### config.mk
export PLATFORM = sky130hd
export DESIGN_NAME = uart_pin_select
export DESIGN_NICKNAME = d
export VERILOG_FILES = /design/src/hdl/uart_pin_pkg.sv /design/src/hdl/ir_pulse_encoder.sv /design/src/hdl/ir_pulse_decoder.sv /design/src/hdl/uart_pin_select.sv
export SDC_FILE = /design/constraint.sdc
export NUM_CORES = 1
export LEC_CHECK = 0
export BUFFER_PORTS_ARGS = -buffer_cell sky130_fd_sc_hd__clkbuf_2
export CORE_ASPECT_RATIO = 0.9
export CORE_MARGIN = 2
export CORE_UTILIZATION = 55
export CTS_CLUSTER_DIAMETER = 120
export DETAILED_ROUTE_END_ITERATION = 8
export GPL_TIMING_DRIVEN = 0
export PLACE_DENSITY = 0.79
export SKIP_CTS_REPAIR_TIMING = 1
export SLEW_MARGIN = 20
export SYNTH_ARGS = -nofsm -noshare
export SYNTH_HDL_FRONTEND = slang
export SYNTH_HIERARCHICAL = 1
export SYNTH_SLANG_ARGS = --single-unit
### constraint.sdc
create_clock -name i_clk -period 2.5 [get_ports i_clk]
set_input_delay 0 -clock i_clk [delete_from_list [all_inputs] [get_ports i_clk]]
set_output_delay 0 -clock i_clk [all_outputs]
set_load 0.005 [all_outputs]
### src/hdl/uart_pin_pkg.sv
package uart_pin_pkg;

   // ----------------------------------------------------------------
   // channel count and register layout
   // ----------------------------------------------------------------
   localparam int unsigned NUM_CHAN = 4;
   localparam logic [1:0] OFF_MODEM_CTRL = 2'h0;
   localparam logic [1:0] OFF_ENH_FEATURE = 2'h1;
   localparam logic [1:0] OFF_IRQ_ENABLE = 2'h2;
   localparam logic [1:0] OFF_PIN_STATUS = 2'h3;
   localparam logic [7:0] CTRL_RESET = 8'h00;
   localparam logic [7:0] RDATA_RESET = 8'h00;
   localparam logic [3:0] SERIAL_OUT_RESET = 4'hF;

   // ----------------------------------------------------------------
   // field positions
   // ----------------------------------------------------------------
   localparam int unsigned MCR_DTR_BIT = 0;
   localparam int unsigned MCR_RTS_BIT = 1;
   localparam int unsigned MCR_IRQ_EN_BIT = 3;
   localparam int unsigned MCR_IR_MODE_BIT = 6;
   localparam int unsigned EFR_AUTO_RTS_BIT = 6;
   localparam int unsigned EFR_AUTO_CTS_BIT = 7;
   localparam int unsigned STAT_CTS_BIT = 0;
   localparam int unsigned STAT_DSR_BIT = 1;
   localparam int unsigned STAT_TX_OK_BIT = 2;
   localparam int unsigned STAT_STROBE_BIT = 3;
   localparam int unsigned STAT_IR_BIT = 4;

   // ----------------------------------------------------------------
   // infrared pulse timing, in baud ticks (16 per bit)
   // ----------------------------------------------------------------
   localparam logic [3:0] IR_PULSE_TICKS = 4'h3;
   localparam logic [4:0] IR_BIT_TICKS = 5'h10;
   localparam logic [3:0] TICK_CNT_RESET = 4'h0;
   localparam logic [4:0] DEC_CNT_RESET = 5'h00;

   // per-channel software settings
   typedef struct packed {
      logic [7:0] modem_control_reg;
      logic [7:0] enhanced_feature_reg;
      logic [7:0] interrupt_enable_reg;
   } chan_ctrl_s;

   localparam chan_ctrl_s CHAN_CTRL_RESET = '{CTRL_RESET, CTRL_RESET, CTRL_RESET};

endpackage

### src/hdl/ir_pulse_encoder.sv
`timescale 1ns/100ps
module ir_pulse_encoder (
   // clock and reset
   input wire logic i_clk,
   input wire logic i_rst_n,
   input wire logic i_ce,
   // bit timing and data
   input wire logic i_tick,
   input wire logic i_nrz,
   // encoded pulse
   output logic o_pulse
);

   logic nrz_prev_reg;
   logic nrz_prev_next;
   logic [3:0] tick_cnt_reg;
   logic [3:0] tick_cnt_next;
   logic pulse_reg;
   logic pulse_next;

   // a zero bit becomes a short high pulse; a one bit and idle stay low
   always_comb begin
      nrz_prev_next = i_nrz;
      tick_cnt_next = tick_cnt_reg;
      if (i_nrz != nrz_prev_reg) begin
         tick_cnt_next = uart_pin_pkg::TICK_CNT_RESET;
      end else if (i_tick) begin
         tick_cnt_next = tick_cnt_reg + 4'h1;
      end
      pulse_next = !i_nrz && (tick_cnt_next < uart_pin_pkg::IR_PULSE_TICKS);
   end

   always_ff @(posedge i_clk or negedge i_rst_n) begin
      if (!i_rst_n) begin
         nrz_prev_reg <= 1'b1;
         tick_cnt_reg <= uart_pin_pkg::TICK_CNT_RESET;
         pulse_reg <= 1'b0;
      end else if (i_ce) begin
         nrz_prev_reg <= nrz_prev_next;
         tick_cnt_reg <= tick_cnt_next;
         pulse_reg <= pulse_next;
      end
   end

   assign o_pulse = pulse_reg;

endmodule

### src/hdl/ir_pulse_decoder.sv
`timescale 1ns/100ps
module ir_pulse_decoder (
   // clock and reset
   input wire logic i_clk,
   input wire logic i_rst_n,
   input wire logic i_ce,
   // bit timing and pin
   input wire logic i_tick,
   input wire logic i_pulse,
   // decoded data, idles high
   output logic o_nrz
);

   logic pulse_prev_reg;
   logic pulse_prev_next;
   logic [4:0] cnt_reg;
   logic [4:0] cnt_next;
   logic nrz_reg;
   logic nrz_next;

   // a rising pulse edge stretches into one low bit time
   always_comb begin
      pulse_prev_next = i_pulse;
      cnt_next = cnt_reg;
      if (i_pulse && !pulse_prev_reg) begin
         cnt_next = uart_pin_pkg::IR_BIT_TICKS;
      end else if (i_tick && (cnt_reg != uart_pin_pkg::DEC_CNT_RESET)) begin
         cnt_next = cnt_reg - 5'h01;
      end
      nrz_next = (cnt_next == uart_pin_pkg::DEC_CNT_RESET);
   end

   always_ff @(posedge i_clk or negedge i_rst_n) begin
      if (!i_rst_n) begin
         pulse_prev_reg <= 1'b0;
         cnt_reg <= uart_pin_pkg::DEC_CNT_RESET;
         nrz_reg <= 1'b1;
      end else if (i_ce) begin
         pulse_prev_reg <= pulse_prev_next;
         cnt_reg <= cnt_next;
         nrz_reg <= nrz_next;
      end
   end

   assign o_nrz = nrz_reg;

endmodule

### src/hdl/uart_pin_select.sv
// Function
// - Strobe-style host bus is used while the bus-type pin is high, read/write-line bus when low.
// - The interrupt-output select input is active high and reads low when left undriven.
// - In strobe mode with the select input high, all four interrupt outputs are driven always.
// - In strobe mode with the select input low, a channel interrupt drives only while its bit 3 is one.
// - While that bit 3 is zero, its default, the channel interrupt output is high impedance.
// - With bit 6 clear a channel uses plain NRZ serial, its output high in reset and when idle.
// - In infrared mode the idle level of the encoded output and of the pin input is low.
// - Clear-to-send is a plain input, or gates transmission when feature bit 7 is set.
// - Each channel has an active-low terminal-ready output under software control.
// - The set-ready input is status only and never affects transmit or receive.
//
// The plain strobed port and the register offsets were left to the implementer.
`timescale 1ns/100ps
module uart_pin_select (
   // clock, reset, enable
   input wire logic i_clk,
   input wire logic i_rst_n,
   input wire logic i_ce,
   // straps
   input wire logic i_bus_strobe_mode,
   input wire logic i_irq_output_select_pin,
   // register port
   input wire logic [3:0] i_addr,
   input wire logic [7:0] i_wdata,
   input wire logic i_wr,
   input wire logic i_rd,
   output logic [7:0] o_rdata,
   // uart core side
   input wire logic i_baud_tick,
   input wire logic [3:0] i_core_irq,
   input wire logic [3:0] i_core_tx,
   input wire logic [3:0] i_rx_halt,
   output logic [3:0] o_core_rx,
   output logic [3:0] o_tx_allowed,
   // serial and modem pins
   output logic [3:0] o_serial_out,
   input wire logic [3:0] i_serial_in,
   output logic [3:0] o_request_to_send_n,
   input wire logic [3:0] i_clear_to_send_n,
   output logic [3:0] o_terminal_ready_n,
   input wire logic [3:0] i_set_ready_n,
   // interrupt pins
   output logic [3:0] o_channel_irq_out,
   output logic [3:0] o_channel_irq_oe_n
);

   // ----------------------------------------------------------------
   // state
   // ----------------------------------------------------------------
   uart_pin_pkg::chan_ctrl_s ctrl_reg [3:0];
   uart_pin_pkg::chan_ctrl_s ctrl_next [3:0];
   logic [7:0] rdata_reg;
   logic [7:0] rdata_next;
   logic [3:0] serial_out_reg;
   logic [3:0] serial_out_next;
   logic [3:0] core_rx_reg;
   logic [3:0] core_rx_next;
   logic [3:0] tx_ok_reg;
   logic [3:0] tx_ok_next;
   logic [3:0] rts_n_reg;
   logic [3:0] rts_n_next;
   logic [3:0] dtr_n_reg;
   logic [3:0] dtr_n_next;
   logic [3:0] irq_out_reg;
   logic [3:0] irq_out_next;
   logic [3:0] irq_oe_n_reg;
   logic [3:0] irq_oe_n_next;

   // per-channel views of the settings
   logic [3:0] irq_en_bit;
   logic [3:0] ir_mode_bit;
   logic [3:0] rts_bit;
   logic [3:0] dtr_bit;
   logic [3:0] auto_rts_bit;
   logic [3:0] auto_cts_bit;
   logic [3:0] enc_pulse;
   logic [3:0] dec_nrz;
   logic [1:0] sel_chan;
   logic [1:0] sel_reg;
   logic irq_select;

   assign sel_chan = i_addr[3:2];
   assign sel_reg = i_addr[1:0];
   // pull-down lives in the pad; an undriven pin arrives here as low
   assign irq_select = i_irq_output_select_pin;

   // ----------------------------------------------------------------
   // per-channel coders and setting views
   // ----------------------------------------------------------------
   genvar ch;
   generate
      for (ch = 0; ch < 4; ch++) begin : g_chan
         assign irq_en_bit[ch] = ctrl_reg[ch].modem_control_reg[uart_pin_pkg::MCR_IRQ_EN_BIT];
         assign ir_mode_bit[ch] = ctrl_reg[ch].modem_control_reg[uart_pin_pkg::MCR_IR_MODE_BIT];
         assign rts_bit[ch] = ctrl_reg[ch].modem_control_reg[uart_pin_pkg::MCR_RTS_BIT];
         assign dtr_bit[ch] = ctrl_reg[ch].modem_control_reg[uart_pin_pkg::MCR_DTR_BIT];
         assign auto_rts_bit[ch] = ctrl_reg[ch].enhanced_feature_reg[uart_pin_pkg::EFR_AUTO_RTS_BIT];
         assign auto_cts_bit[ch] = ctrl_reg[ch].enhanced_feature_reg[uart_pin_pkg::EFR_AUTO_CTS_BIT];

         // both coders run always; the mux below picks per mode
         ir_pulse_encoder u_enc (
            .i_clk(i_clk),
            .i_rst_n(i_rst_n),
            .i_ce(i_ce),
            .i_tick(i_baud_tick),
            .i_nrz(i_core_tx[ch]),
            .o_pulse(enc_pulse[ch])
         );

         ir_pulse_decoder u_dec (
            .i_clk(i_clk),
            .i_rst_n(i_rst_n),
            .i_ce(i_ce),
            .i_tick(i_baud_tick),
            .i_pulse(i_serial_in[ch]),
            .o_nrz(dec_nrz[ch])
         );
      end
   endgenerate

   // ----------------------------------------------------------------
   // register writes and reads
   // ----------------------------------------------------------------
   // each channel owns its own copy; a write touches one channel only
   always_comb begin
      for (int i = 0; i < 4; i++) begin
         ctrl_next[i] = ctrl_reg[i];
      end
      rdata_next = uart_pin_pkg::RDATA_RESET; // read data stand one cycle only
      if (i_wr) begin
         unique case (sel_reg)
            uart_pin_pkg::OFF_MODEM_CTRL: ctrl_next[sel_chan].modem_control_reg = i_wdata;
            uart_pin_pkg::OFF_ENH_FEATURE: ctrl_next[sel_chan].enhanced_feature_reg = i_wdata;
            uart_pin_pkg::OFF_IRQ_ENABLE: ctrl_next[sel_chan].interrupt_enable_reg = i_wdata;
            uart_pin_pkg::OFF_PIN_STATUS: ; // read-only
         endcase
      end
      if (i_rd) begin
         unique case (sel_reg)
            uart_pin_pkg::OFF_MODEM_CTRL: rdata_next = ctrl_reg[sel_chan].modem_control_reg;
            uart_pin_pkg::OFF_ENH_FEATURE: rdata_next = ctrl_reg[sel_chan].enhanced_feature_reg;
            uart_pin_pkg::OFF_IRQ_ENABLE: rdata_next = ctrl_reg[sel_chan].interrupt_enable_reg;
            uart_pin_pkg::OFF_PIN_STATUS: begin
               // set-ready is visible here and nowhere else
               rdata_next[uart_pin_pkg::STAT_CTS_BIT] = i_clear_to_send_n[sel_chan];
               rdata_next[uart_pin_pkg::STAT_DSR_BIT] = i_set_ready_n[sel_chan];
               rdata_next[uart_pin_pkg::STAT_TX_OK_BIT] = tx_ok_reg[sel_chan];
               rdata_next[uart_pin_pkg::STAT_STROBE_BIT] = i_bus_strobe_mode;
               rdata_next[uart_pin_pkg::STAT_IR_BIT] = ir_mode_bit[sel_chan];
            end
         endcase
      end
   end

   // ----------------------------------------------------------------
   // pin next values
   // ----------------------------------------------------------------
   always_comb begin
      for (int i = 0; i < 4; i++) begin
         // nrz passes straight; infrared swaps in the coders
         serial_out_next[i] = ir_mode_bit[i] ? enc_pulse[i] : i_core_tx[i];
         core_rx_next[i] = ir_mode_bit[i] ? dec_nrz[i] : i_serial_in[i];
         // set-ready deliberately absent from this term
         tx_ok_next[i] = !(auto_cts_bit[i] && i_clear_to_send_n[i]);
         // auto mode can only release a line software already asserted
         rts_n_next[i] = !rts_bit[i] || (auto_rts_bit[i] && i_rx_halt[i]);
         dtr_n_next[i] = !dtr_bit[i];
         if (i_bus_strobe_mode) begin
            // select pin overrides bit 3 and drives all four
            irq_out_next[i] = i_core_irq[i];
            irq_oe_n_next[i] = !(irq_select || irq_en_bit[i]);
         end else begin
            // one shared open-drain low for the device, others held at zero
            irq_out_next[i] = 1'b0;
            irq_oe_n_next[i] = (i == 0) ? !(|i_core_irq) : 1'b0;
         end
      end
   end

   // ----------------------------------------------------------------
   // registers
   // ----------------------------------------------------------------
   always_ff @(posedge i_clk or negedge i_rst_n) begin
      if (!i_rst_n) begin
         for (int i = 0; i < 4; i++) begin
            ctrl_reg[i] <= uart_pin_pkg::CHAN_CTRL_RESET;
         end
         rdata_reg <= uart_pin_pkg::RDATA_RESET;
         serial_out_reg <= uart_pin_pkg::SERIAL_OUT_RESET;
         core_rx_reg <= 4'hF;
         tx_ok_reg <= 4'hF;
         rts_n_reg <= 4'hF;
         dtr_n_reg <= 4'hF;
         irq_out_reg <= 4'h0;
         irq_oe_n_reg <= 4'hF;
      end else if (i_ce) begin
         for (int i = 0; i < 4; i++) begin
            ctrl_reg[i] <= ctrl_next[i];
         end
         rdata_reg <= rdata_next;
         serial_out_reg <= serial_out_next;
         core_rx_reg <= core_rx_next;
         tx_ok_reg <= tx_ok_next;
         rts_n_reg <= rts_n_next;
         dtr_n_reg <= dtr_n_next;
         irq_out_reg <= irq_out_next;
         irq_oe_n_reg <= irq_oe_n_next;
      end
   end

   assign o_rdata = rdata_reg;
   assign o_serial_out = serial_out_reg;
   assign o_core_rx = core_rx_reg;
   assign o_tx_allowed = tx_ok_reg;
   assign o_request_to_send_n = rts_n_reg;
   assign o_terminal_ready_n = dtr_n_reg;
   assign o_channel_irq_out = irq_out_reg;
   assign o_channel_irq_oe_n = irq_oe_n_reg;

   // ----------------------------------------------------------------
   // checks
   // ----------------------------------------------------------------
   a_rw_mode_irq: assert property (
      @(posedge i_clk) disable iff (!i_rst_n)
      (i_ce && !i_bus_strobe_mode)
      |=> (o_channel_irq_out == 4'h0) && (o_channel_irq_oe_n[3:1] == 3'h0))
      else $error("read/write-line mode interrupt pins wrong");

   a_select_drives_all: assert property (
      @(posedge i_clk) disable iff (!i_rst_n)
      (i_ce && i_bus_strobe_mode && i_irq_output_select_pin)
      |=> (o_channel_irq_oe_n == 4'h0))
      else $error("select high but interrupt outputs not driven");

   a_bit3_gates_irq: assert property (
      @(posedge i_clk) disable iff (!i_rst_n)
      (i_ce && i_bus_strobe_mode && !i_irq_output_select_pin && irq_en_bit[2])
      |=> (!o_channel_irq_oe_n[2] && (o_channel_irq_out[2] == $past(i_core_irq[2]))))
      else $error("interrupt not driven with bit 3 set");

   a_bit3_clear_float: assert property (
      @(posedge i_clk) disable iff (!i_rst_n)
      (i_ce && i_bus_strobe_mode && !i_irq_output_select_pin && !irq_en_bit[1])
      |=> o_channel_irq_oe_n[1])
      else $error("interrupt driven with bit 3 clear");

   a_nrz_serial_out: assert property (
      @(posedge i_clk) disable iff (!i_rst_n)
      (i_ce && !ir_mode_bit[0]) |=> (o_serial_out[0] == $past(i_core_tx[0])))
      else $error("nrz serial output does not follow core");

   a_ir_route_out: assert property (
      @(posedge i_clk) disable iff (!i_rst_n)
      (i_ce && ir_mode_bit[3]) |=> (o_serial_out[3] == $past(enc_pulse[3])))
      else $error("infrared output not from encoder");

   a_ir_idle_low: assert property (
      @(posedge i_clk) disable iff (!i_rst_n)
      (i_ce && ir_mode_bit[0] && i_core_tx[0]) ##1 (i_ce && ir_mode_bit[0])
      |=> !o_serial_out[0])
      else $error("infrared idle level not low");

   a_auto_cts_gate: assert property (
      @(posedge i_clk) disable iff (!i_rst_n)
      (i_ce && auto_cts_bit[1] && i_clear_to_send_n[1]) |=> !o_tx_allowed[1])
      else $error("transmit not gated by clear-to-send");

   a_dtr_follows: assert property (
      @(posedge i_clk) disable iff (!i_rst_n)
      i_ce |=> (o_terminal_ready_n == ~$past(dtr_bit)))
      else $error("terminal-ready does not follow bit 0");

   a_dsr_no_effect: assert property (
      @(posedge i_clk) disable iff (!i_rst_n)
      (i_ce && !auto_cts_bit[0]) |=> o_tx_allowed[0])
      else $error("transmit blocked without auto clear-to-send");

   a_chan_isolated: assert property (
      @(posedge i_clk) disable iff (!i_rst_n)
      (i_ce && i_wr && (i_addr[3:2] != 2'h0)) |=> (ctrl_reg[0] == $past(ctrl_reg[0])))
      else $error("write to another channel changed channel 0");

   a_auto_rts_release: assert property (
      @(posedge i_clk) disable iff (!i_rst_n)
      (i_ce && auto_rts_bit[2] && i_rx_halt[2]) |=> o_request_to_send_n[2])
      else $error("auto request-to-send did not release the line");

   a_ir_route_in: assert property (
      @(posedge i_clk) disable iff (!i_rst_n)
      (i_ce && ir_mode_bit[2]) |=> (o_core_rx[2] == $past(dec_nrz[2])))
      else $error("infrared receive not from decoder");

   a_nrz_serial_in: assert property (
      @(posedge i_clk) disable iff (!i_rst_n)
      (i_ce && !ir_mode_bit[1]) |=> (o_core_rx[1] == $past(i_serial_in[1])))
      else $error("nrz receive does not follow serial input");

endmodule

==> results.py, run 1 <==
metrics = {
    "placement": {
        "dp_cells": 1036,
        "pre_cts_ws_ns": 0.3059,
        "port_buffers": 78,
        "finalWeightedCongestion": 0.8955,
        "hpwl_um": 16090,
    },
    "floorplanning": {
        "fp.coreArea_sq_um": 16130,
        "die_area_sq_um": 17500,
        "pin_count": 80,
        "initial_utilization": 0.5610,
        "die_h_um": 125.7,
        "die_x_um": 139.2,
        "fp-row-count": 44,
    },
    "routing": {
        "vias_per_cell": 6.617,
        "wl_per_cell_um": 21.57,
        "drt-pass1-iter-count": 6,
        "dr.first_iter.drc_count": 778,
        "routed_wl_um": 23830,
        "drc": 0,
        "vias": 7312,
        "ant_nets": 0,
    },
    "clock_network": {
        "root_buffer": "clkbuf_16",
        "cts_made_buffers": 17,
        "clockBufferDepth": 2,
        "h-tree-depth": 4,
        "clk_pin_slew_ns": 0.07,
        "clock-sinks": 184,
        "insertion_delay_ns": 0.43,
        "cts_tree": "done",
    },
    "critical_path": {
        "r2r-start": "g_chan[1].u_dec/cnt_reg[0]$_DFFE_PN0P_",
        "crit_path_start_kind": "flop",
        "cp_slowest_cell": "or4b_4",
        "crit_cells": 6,
        "r2r_slack_ns": 0.61,
        "critPathMaxFanout": 5,
        "worst-path-buf-inv": 1,
        "path_class": "flop to flop",
        "startpoint": "g_chan[1].u_dec/cnt_reg[0]$_DFFE_PN0P_",
        "r2r-end": "g_chan[1].u_dec/o_nrz$_DFFE_PN1P_",
        "path_delay_family": "simple AND/OR/NAND/NOR gates",
        "r2r_cells": 6,
        "slowest_delay_ns": 0.48,
        "setup.worst_path.end": "g_chan[1].u_dec/o_nrz$_DFFE_PN1P_",
        "crit_arrival_ns": 2.25,
        "cp_data_required_time_ns": 2.87,
        "cp_cell_sequence": "inv_1 > ha_1 > or4b_4 > and2_4 > o311ai_2 > a41o_1",
        "cp-end-kind": "flop",
    },
    "final_layout": {
        "drive_above_1_share": 0.2361,
        "final_cell_mix": "dfrtp_1 (152), a32o_1 (100), clkbuf_2 (77)",
        "antenna_cells": 0,
        "final_util": 0.6634,
        "instances_no_fill": 1105,
        "syn_to_final_growth_pct": 18.25,
        "final_common_cell": "dfrtp_1",
        "final_nets": 944,
    },
    "synthesis": {
        "async_flop_share": 1.000,
        "muxShareOfSynthArea": 0.09941,
        "syn_inst": 749,
        "synth_compound_gate_area_share": 0.2171,
        "synth-edff-count": 0,
        "ys_seq_area_frac": 0.5132,
        "synth_xor_area_frac": 0.01936,
        "synth-main-ff-cell": "dfrtp_1",
        "synth_top_family_by_area": "compound AO/OA/AOI/OAI gates",
        "synth_area_sq_um": 9050,
        "ys_warn_count": 6,
        "synth_cell_type_count": 52,
        "syn_avg_cell_area_sq_um": 12.08,
        "synthAdderAreaFrac": 0.02074,
        "synth-simple-area-share": 0.08613,
        "syn-num-nets": 808,
        "synth_seq_cells": 184,
    },
    "timing": {
        "finalCritPeriodShare": 0.7544,
        "worst_pin_slew_ns": 0.8053,
        "rsz0062_at_grt": "no",
        "slew_violations": 0,
        "slew-limit-headroom": 0.4632,
        "hold_viol_final": 0,
        "worst_slack_ns": 0.6141,
        "fmax_mhz": 530.2,
        "fin_skew_ns": 0.008908,
        "period_minus_slack_ns": 1.886,
        "setup_viol": 0,
        "finalSetupTns_ns": 0,
    },
    "global_routing": {
        "grt_use_total": 0.2715,
        "grt-ovfl-total": 0,
        "grt_max_degree": 82,
        "grt_pass1_vias": 7000,
        "antenna_found_initial": 0,
        "grt_pass1_wl_um": 37490,
    },
    "run": {
        "drv_cap": 0,
    },
    "power_and_ir_drop": {
        "fin_total_pwr_mw": 8.029,
        "net-switching-power_mw": 2.333,
        "pwr-share-comb": 0.196,
        "power_frac_seq": 0.476,
        "p_int_mw": 5.696,
        "power.share.switching": 0.2906,
        "p_leak_nw": 4.618,
        "p_clk_frac": 0.328,
        "powerDensity_nw_per_um2": 750.3,
        "irDropWorstVdd_v": 0.0005669,
    },
    "status": {
        "status": "completed",
    },
    "hold_path": {
        "hp-class": "input port to flop",
    },
}
## cell families (layout without fill, tap and decap cells)
family	Yosys count	after routing
adders and majority gates	15	15
xor gates and xnor gates	20	20
DFF	184	184
muxes	54	54
and+or+nand+nor	145	145
buffers and inverters	98	247
AOI/OAI and AO/OA	233	233
## routing by layer
layer	share of wire	global-route usage	vias to the layer above	routed length, um
met4	0.024	0.09269	0	580
met3	0.096	0.07376	40	2281
met1	0.42	0.3911	3700	10050
met5	0	0	-	0
li1	-	-	3205	-
met2	0.46	0.4039	367	10920
## cell type report
cell class	instances	area [sq um]
Multi-Input combinational cell	467	4006
Sequential cell	184	4644
Buffer	53	230.2
Tap cell	207	259.0
Timing Repair Buffer	117	824.5
Clock buffer	23	467.9
Fill cell	1179	5429
Inverter	45	168.9
Clock inverter	9	100.1
## synth_stat cells (all sizes together) (12+ instances only)
library cell,instances,area share
o21ai,39,0.023
xnor2,12,0.012
mux2i,16,0.018
nor2,30,0.013
nand2,38,0.016
a32o,100,0.11
buf,21,0.012
mux4,27,0.068
nand3,16,0.0088
inv,43,0.018
o22ai,13,0.0090
clkbuf,32,0.013
dfstp,32,0.093
ha,15,0.021
nor2b,14,0.0097
dfrtp,152,0.42
## power by group through the flow
stage	logic, mW	registers [mW]	clock network (mW)
2_1_floorplan	1.06	3.75	0
3_3_place_gp	1.44	3.84	0
3_5_place_dp	1.50	3.85	0
4_1_cts	1.52	3.81	2.65
5_1_grt	1.74	3.88	2.78
6_report	1.57	3.82	2.64
## worst min-delay path by stage
stage | from | depth (start not counted) | to
after floorplan | i_rst_n | 0 | asynchronous set/reset pin
after global placement | i_clear_to_send_n[0] | 2 | o_tx_allowed[0]$_DFFE_PN1P_
after detailed placement | i_rst_n | 1 | asynchronous set/reset pin
after CTS | i_rst_n | 1 | asynchronous set/reset pin
after global routing | i_ce | 2 | g_chan[1].u_dec/o_nrz$_DFFE_PN1P_
final | i_ce | 2 | g_chan[0].u_dec/o_nrz$_DFFE_PN1P_
## through the flow
stage | hold slack (ns) | instance area (sq um)
6_report | 0.008742 | 10700
5_1_grt | 0.02716 | 10700
4_1_cts | -0.5116 | 10330
3_5_place_dp | -0.05964 | 9763
3_3_place_gp | 0.1636 | 9699
2_1_floorplan | -0.2956 | 9050
(Power assumes the default switching activity.)
==> inputs of run 2 (changes only) <==
ABC_AREA = 1   (was unset)
PLACE_DENSITY = 0.78   (was 0.79)
clock period = 1.95 ns   (was 2.5 ns; I/O delays follow)
==> run 2 against run 1 <==
Effect of this change:
- final area grew 4.3%
- critical endpoint is now o_channel_irq_oe_n[0]$_DFFE_PN1P_
- global-route usage is 2.0 points higher
- count of clock-buffer cells in the layout down 6
- synthesized area is 4.5% higher
- core utilization hardly changed
- sequential cell count is the same
- worst hold slack improved by 0.083 ns
- combinational power up 39%
- wire length increased by 12%
- synthesized cell count grew 65%
- register-to-register slack got worse by 0.26 ns
- first-iteration DRC count rose by 40%
==> results.py, run 2 <==
metrics = {
    "hold_path": {
        "min_to": "o_rdata[1]$_DFFE_PN0P_",
        "hold_start": "i_set_ready_n[0]",
        "hold_depth": 9,
        "hp-class": "input port to flop",
    },
    "global_routing": {
        "grt_pass1_wl_um": 40920,
        "grt_use_total": 0.2919,
        "grt_pass1_vias": 7883,
        "antenna_found_initial": 2,
        "grt-ovfl-total": 0,
        "grt_max_degree": 91,
    },
    "timing": {
        "period_minus_slack_ns": 1.798,
        "setup_viol": 0,
        "fin_skew_ns": 0.005690,
        "finalCritPeriodShare": 0.9221,
        "fmax_mhz": 556.2,
        "slew-limit-headroom": 0.3142,
        "hold_viol_final": 0,
        "slew_violations": 0,
        "worst_pin_slew_ns": 1.029,
    },
    "synthesis": {
        "yosysTopAreaCellShare": 0.4022,
        "syn-num-nets": 1295,
        "syn_avg_cell_area_sq_um": 7.651,
        "synth-main-ff-cell": "dfrtp_1",
        "yosys.area.top_type": "dfrtp_1",
        "ys_seq_area_frac": 0.4911,
        "syn_inst": 1236,
        "synth_most_common_cell": "nand2_1",
        "synth_seq_cells": 184,
        "synthTopCellsByArea": "dfrtp_1 (40%), nand2_1 (16%), dfstp_2 (8.9%)",
        "synth_area_sq_um": 9457,
        "async_flop_share": 1.000,
        "synth_cell_type_count": 29,
        "ys_warn_count": 6,
        "synth-edff-count": 0,
        "synthTopCellsByCount": "nand2_1 (395), dfrtp_1 (152), nor2_1 (141)",
    },
    "critical_path": {
        "cp_slowest_cell": "dlygate4sd3_1",
        "r2r-start": "g_chan[3].u_dec/cnt_reg[0]$_DFFE_PN0P_",
        "r2r_slack_ns": 0.35,
        "cp_data_required_time_ns": 2.33,
        "slowest_delay_ns": 0.57,
        "r2r_cells": 10,
        "crit_arrival_ns": 2.18,
        "worst-path-buf-inv": 4,
        "cp-end-kind": "flop",
        "critPathMaxFanout": 47,
        "path_class": "input port to flop",
        "crit_path_start_kind": "input port",
        "path_delay_family": "buffers and inverters",
        "r2r-end": "g_chan[3].u_dec/o_nrz$_DFFE_PN1P_",
        "cp_cell_sequence": "clkbuf_4 > clkbuf_1 > nand2_1 > nor2_1 > inv_1 > o221ai_1 > dlygate4sd3_1",
    },
    "routing": {
        "drt-pass1-iter-count": 5,
        "wl_per_cell_um": 16.72,
        "vias": 8889,
        "routed_wl_um": 26650,
        "dr.first_iter.drc_count": 1093,
        "ant_nets": 0,
        "drc": 0,
        "vias_per_cell": 5.577,
    },
    "placement": {
        "dp_cells": 1526,
        "postPlaceCellArea_sq_um": 10170,
        "finalWeightedCongestion": 0.9573,
        "hpwl_um": 18480,
        "port_buffers": 77,
    },
    "floorplanning": {
        "fp-row-count": 45,
        "initial_utilization": 0.5617,
        "pin_count": 80,
        "fp.coreArea_sq_um": 16830,
        "die_h_um": 128.4,
        "die_x_um": 142.2,
        "die_area_sq_um": 18260,
    },
    "clock_network": {
        "cts_made_buffers": 17,
        "clockBufferDepth": 2,
        "h-tree-depth": 4,
        "clock-sinks": 184,
        "clk_pin_slew_ns": 0.07,
        "root_buffer": "clkbuf_16",
        "cts_tree": "done",
        "insertion_delay_ns": 0.44,
    },
    "power_and_ir_drop": {
        "p_leak_nw": 5.520,
        "irDropWorstVdd_v": 0.0008193,
        "powerDensity_nw_per_um2": 967.9,
    },
    "status": {
        "status": "completed",
    },
    "final_layout": {
        "final_nets": 1427,
        "drive_above_1_share": 0.1492,
        "design_area_sq_um": 11160,
        "final_cell_mix": "nand2_1 (395), dfrtp_1 (152), nor2_1 (140)",
        "instances_no_fill": 1594,
        "final_common_cell": "nand2_1",
        "syn_to_final_growth_pct": 18.03,
    },
    "run": {
        "drv_cap": 0,
    },
}
==> run 2: changes by cell type in the layout (fill, tap and decap cells not counted), moves of 15 or more <==
cell	before	now
mux4_2	25	0
a32o_1	100	0
a21oi_1	8	23
nand2_2	0	18
inv_1	43	139
clkbuf_1	36	16
mux2i_1	16	0
nor2_1	29	140
o22ai_1	13	82
nand3_1	16	47
o21ai_0	23	87
nand2_1	38	395
==> run 2: layout make-up <==
class,count,area [sq um]
Multi-Input combinational cell,869,4103
Buffer,33,150.1
Sequential cell,184,4644
Clock inverter,15,215.2
Inverter,150,563.0
Tap cell,211,264.0
Fill cell,1381,5673
Antenna cell,2,5.005
Clock buffer,17,425.4
Timing Repair Buffer,113,792.0
==> run 2: cell families after synthesis <==
kind of cell               Yosys count  share of synthesized area
and+or+nand+nor                    621                     0.2669
AOI/OAI and AO/OA                  233                     0.1469
DFF                                184                     0.4911
buffers and inverters              183                    0.07528
adders and majority gates           15                    0.01985
==> run 2: tightest hold or removal path, stage by stage <==
cell      delay, ns
clkbuf_2       0.07
nand2_1        0.04
nand2_1        0.05
nand2_1        0.04
nand2_1        0.05
nand2_1        0.05
nand2_1        0.05
o21ai_1        0.08
nand2_1        0.06
==> run 2: routing by layer <==
layer / global-route usage / part of all wire / vias up
li1: - / - / 4251
met1: 0.4169 / 0.44 / 4151
met2: 0.4385 / 0.44 / 428
met3: 0.06811 / 0.092 / 59
met4: 0.1082 / 0.029 / 0
met5: 0 / 0 / -
==> run 2: how the worst max path moves through the flow <==
stage,depth (start not counted),endpoint,start,slack [ns]
2_1_floorplan,7,flop,i_addr[0],0.53
3_3_place_gp,1,asynchronous set/reset pin,i_rst_n,-2.53
4_1_cts,6,flop,i_ce,-0.18
6_report,7,o_channel_irq_oe_n[0]$_DFFE_PN1P_,i_ce,0.15
3_5_place_dp,6,flop,i_ce,-0.64
5_1_grt,7,o_channel_irq_oe_n[0]$_DFFE_PN1P_,i_ce,-0.02
==> run 2: stage by stage <==
stage / total power, mW / util / setup slack (ns) / hold slack, ns / TNS (ns)
4_1_cts: 10.73 / 0.6421 / -0.1770 / -0.6141 / -1.090
6_report: 10.80 / 0.6630 / 0.1519 / 0.09163 / 0
3_3_place_gp: 6.875 / 0.6003 / -2.527 / 0.1639 / -455.90
5_1_grt: 11.33 / 0.6630 / -0.02472 / 0.1021 / -0.02472
3_5_place_dp: 6.975 / 0.6041 / -0.6426 / -0.1432 / -38.56
2_1_floorplan: 6.222 / - / 0.5321 / -0.2956 / 0
==> run 2: where the power goes <==
part           internal [mW]  switching (mW)  total, mW
Clock                   2.18            1.59       3.77
Combinational          0.818            1.37       2.19
Sequential              4.45           0.403       4.85
Total                   7.44            3.36       10.8
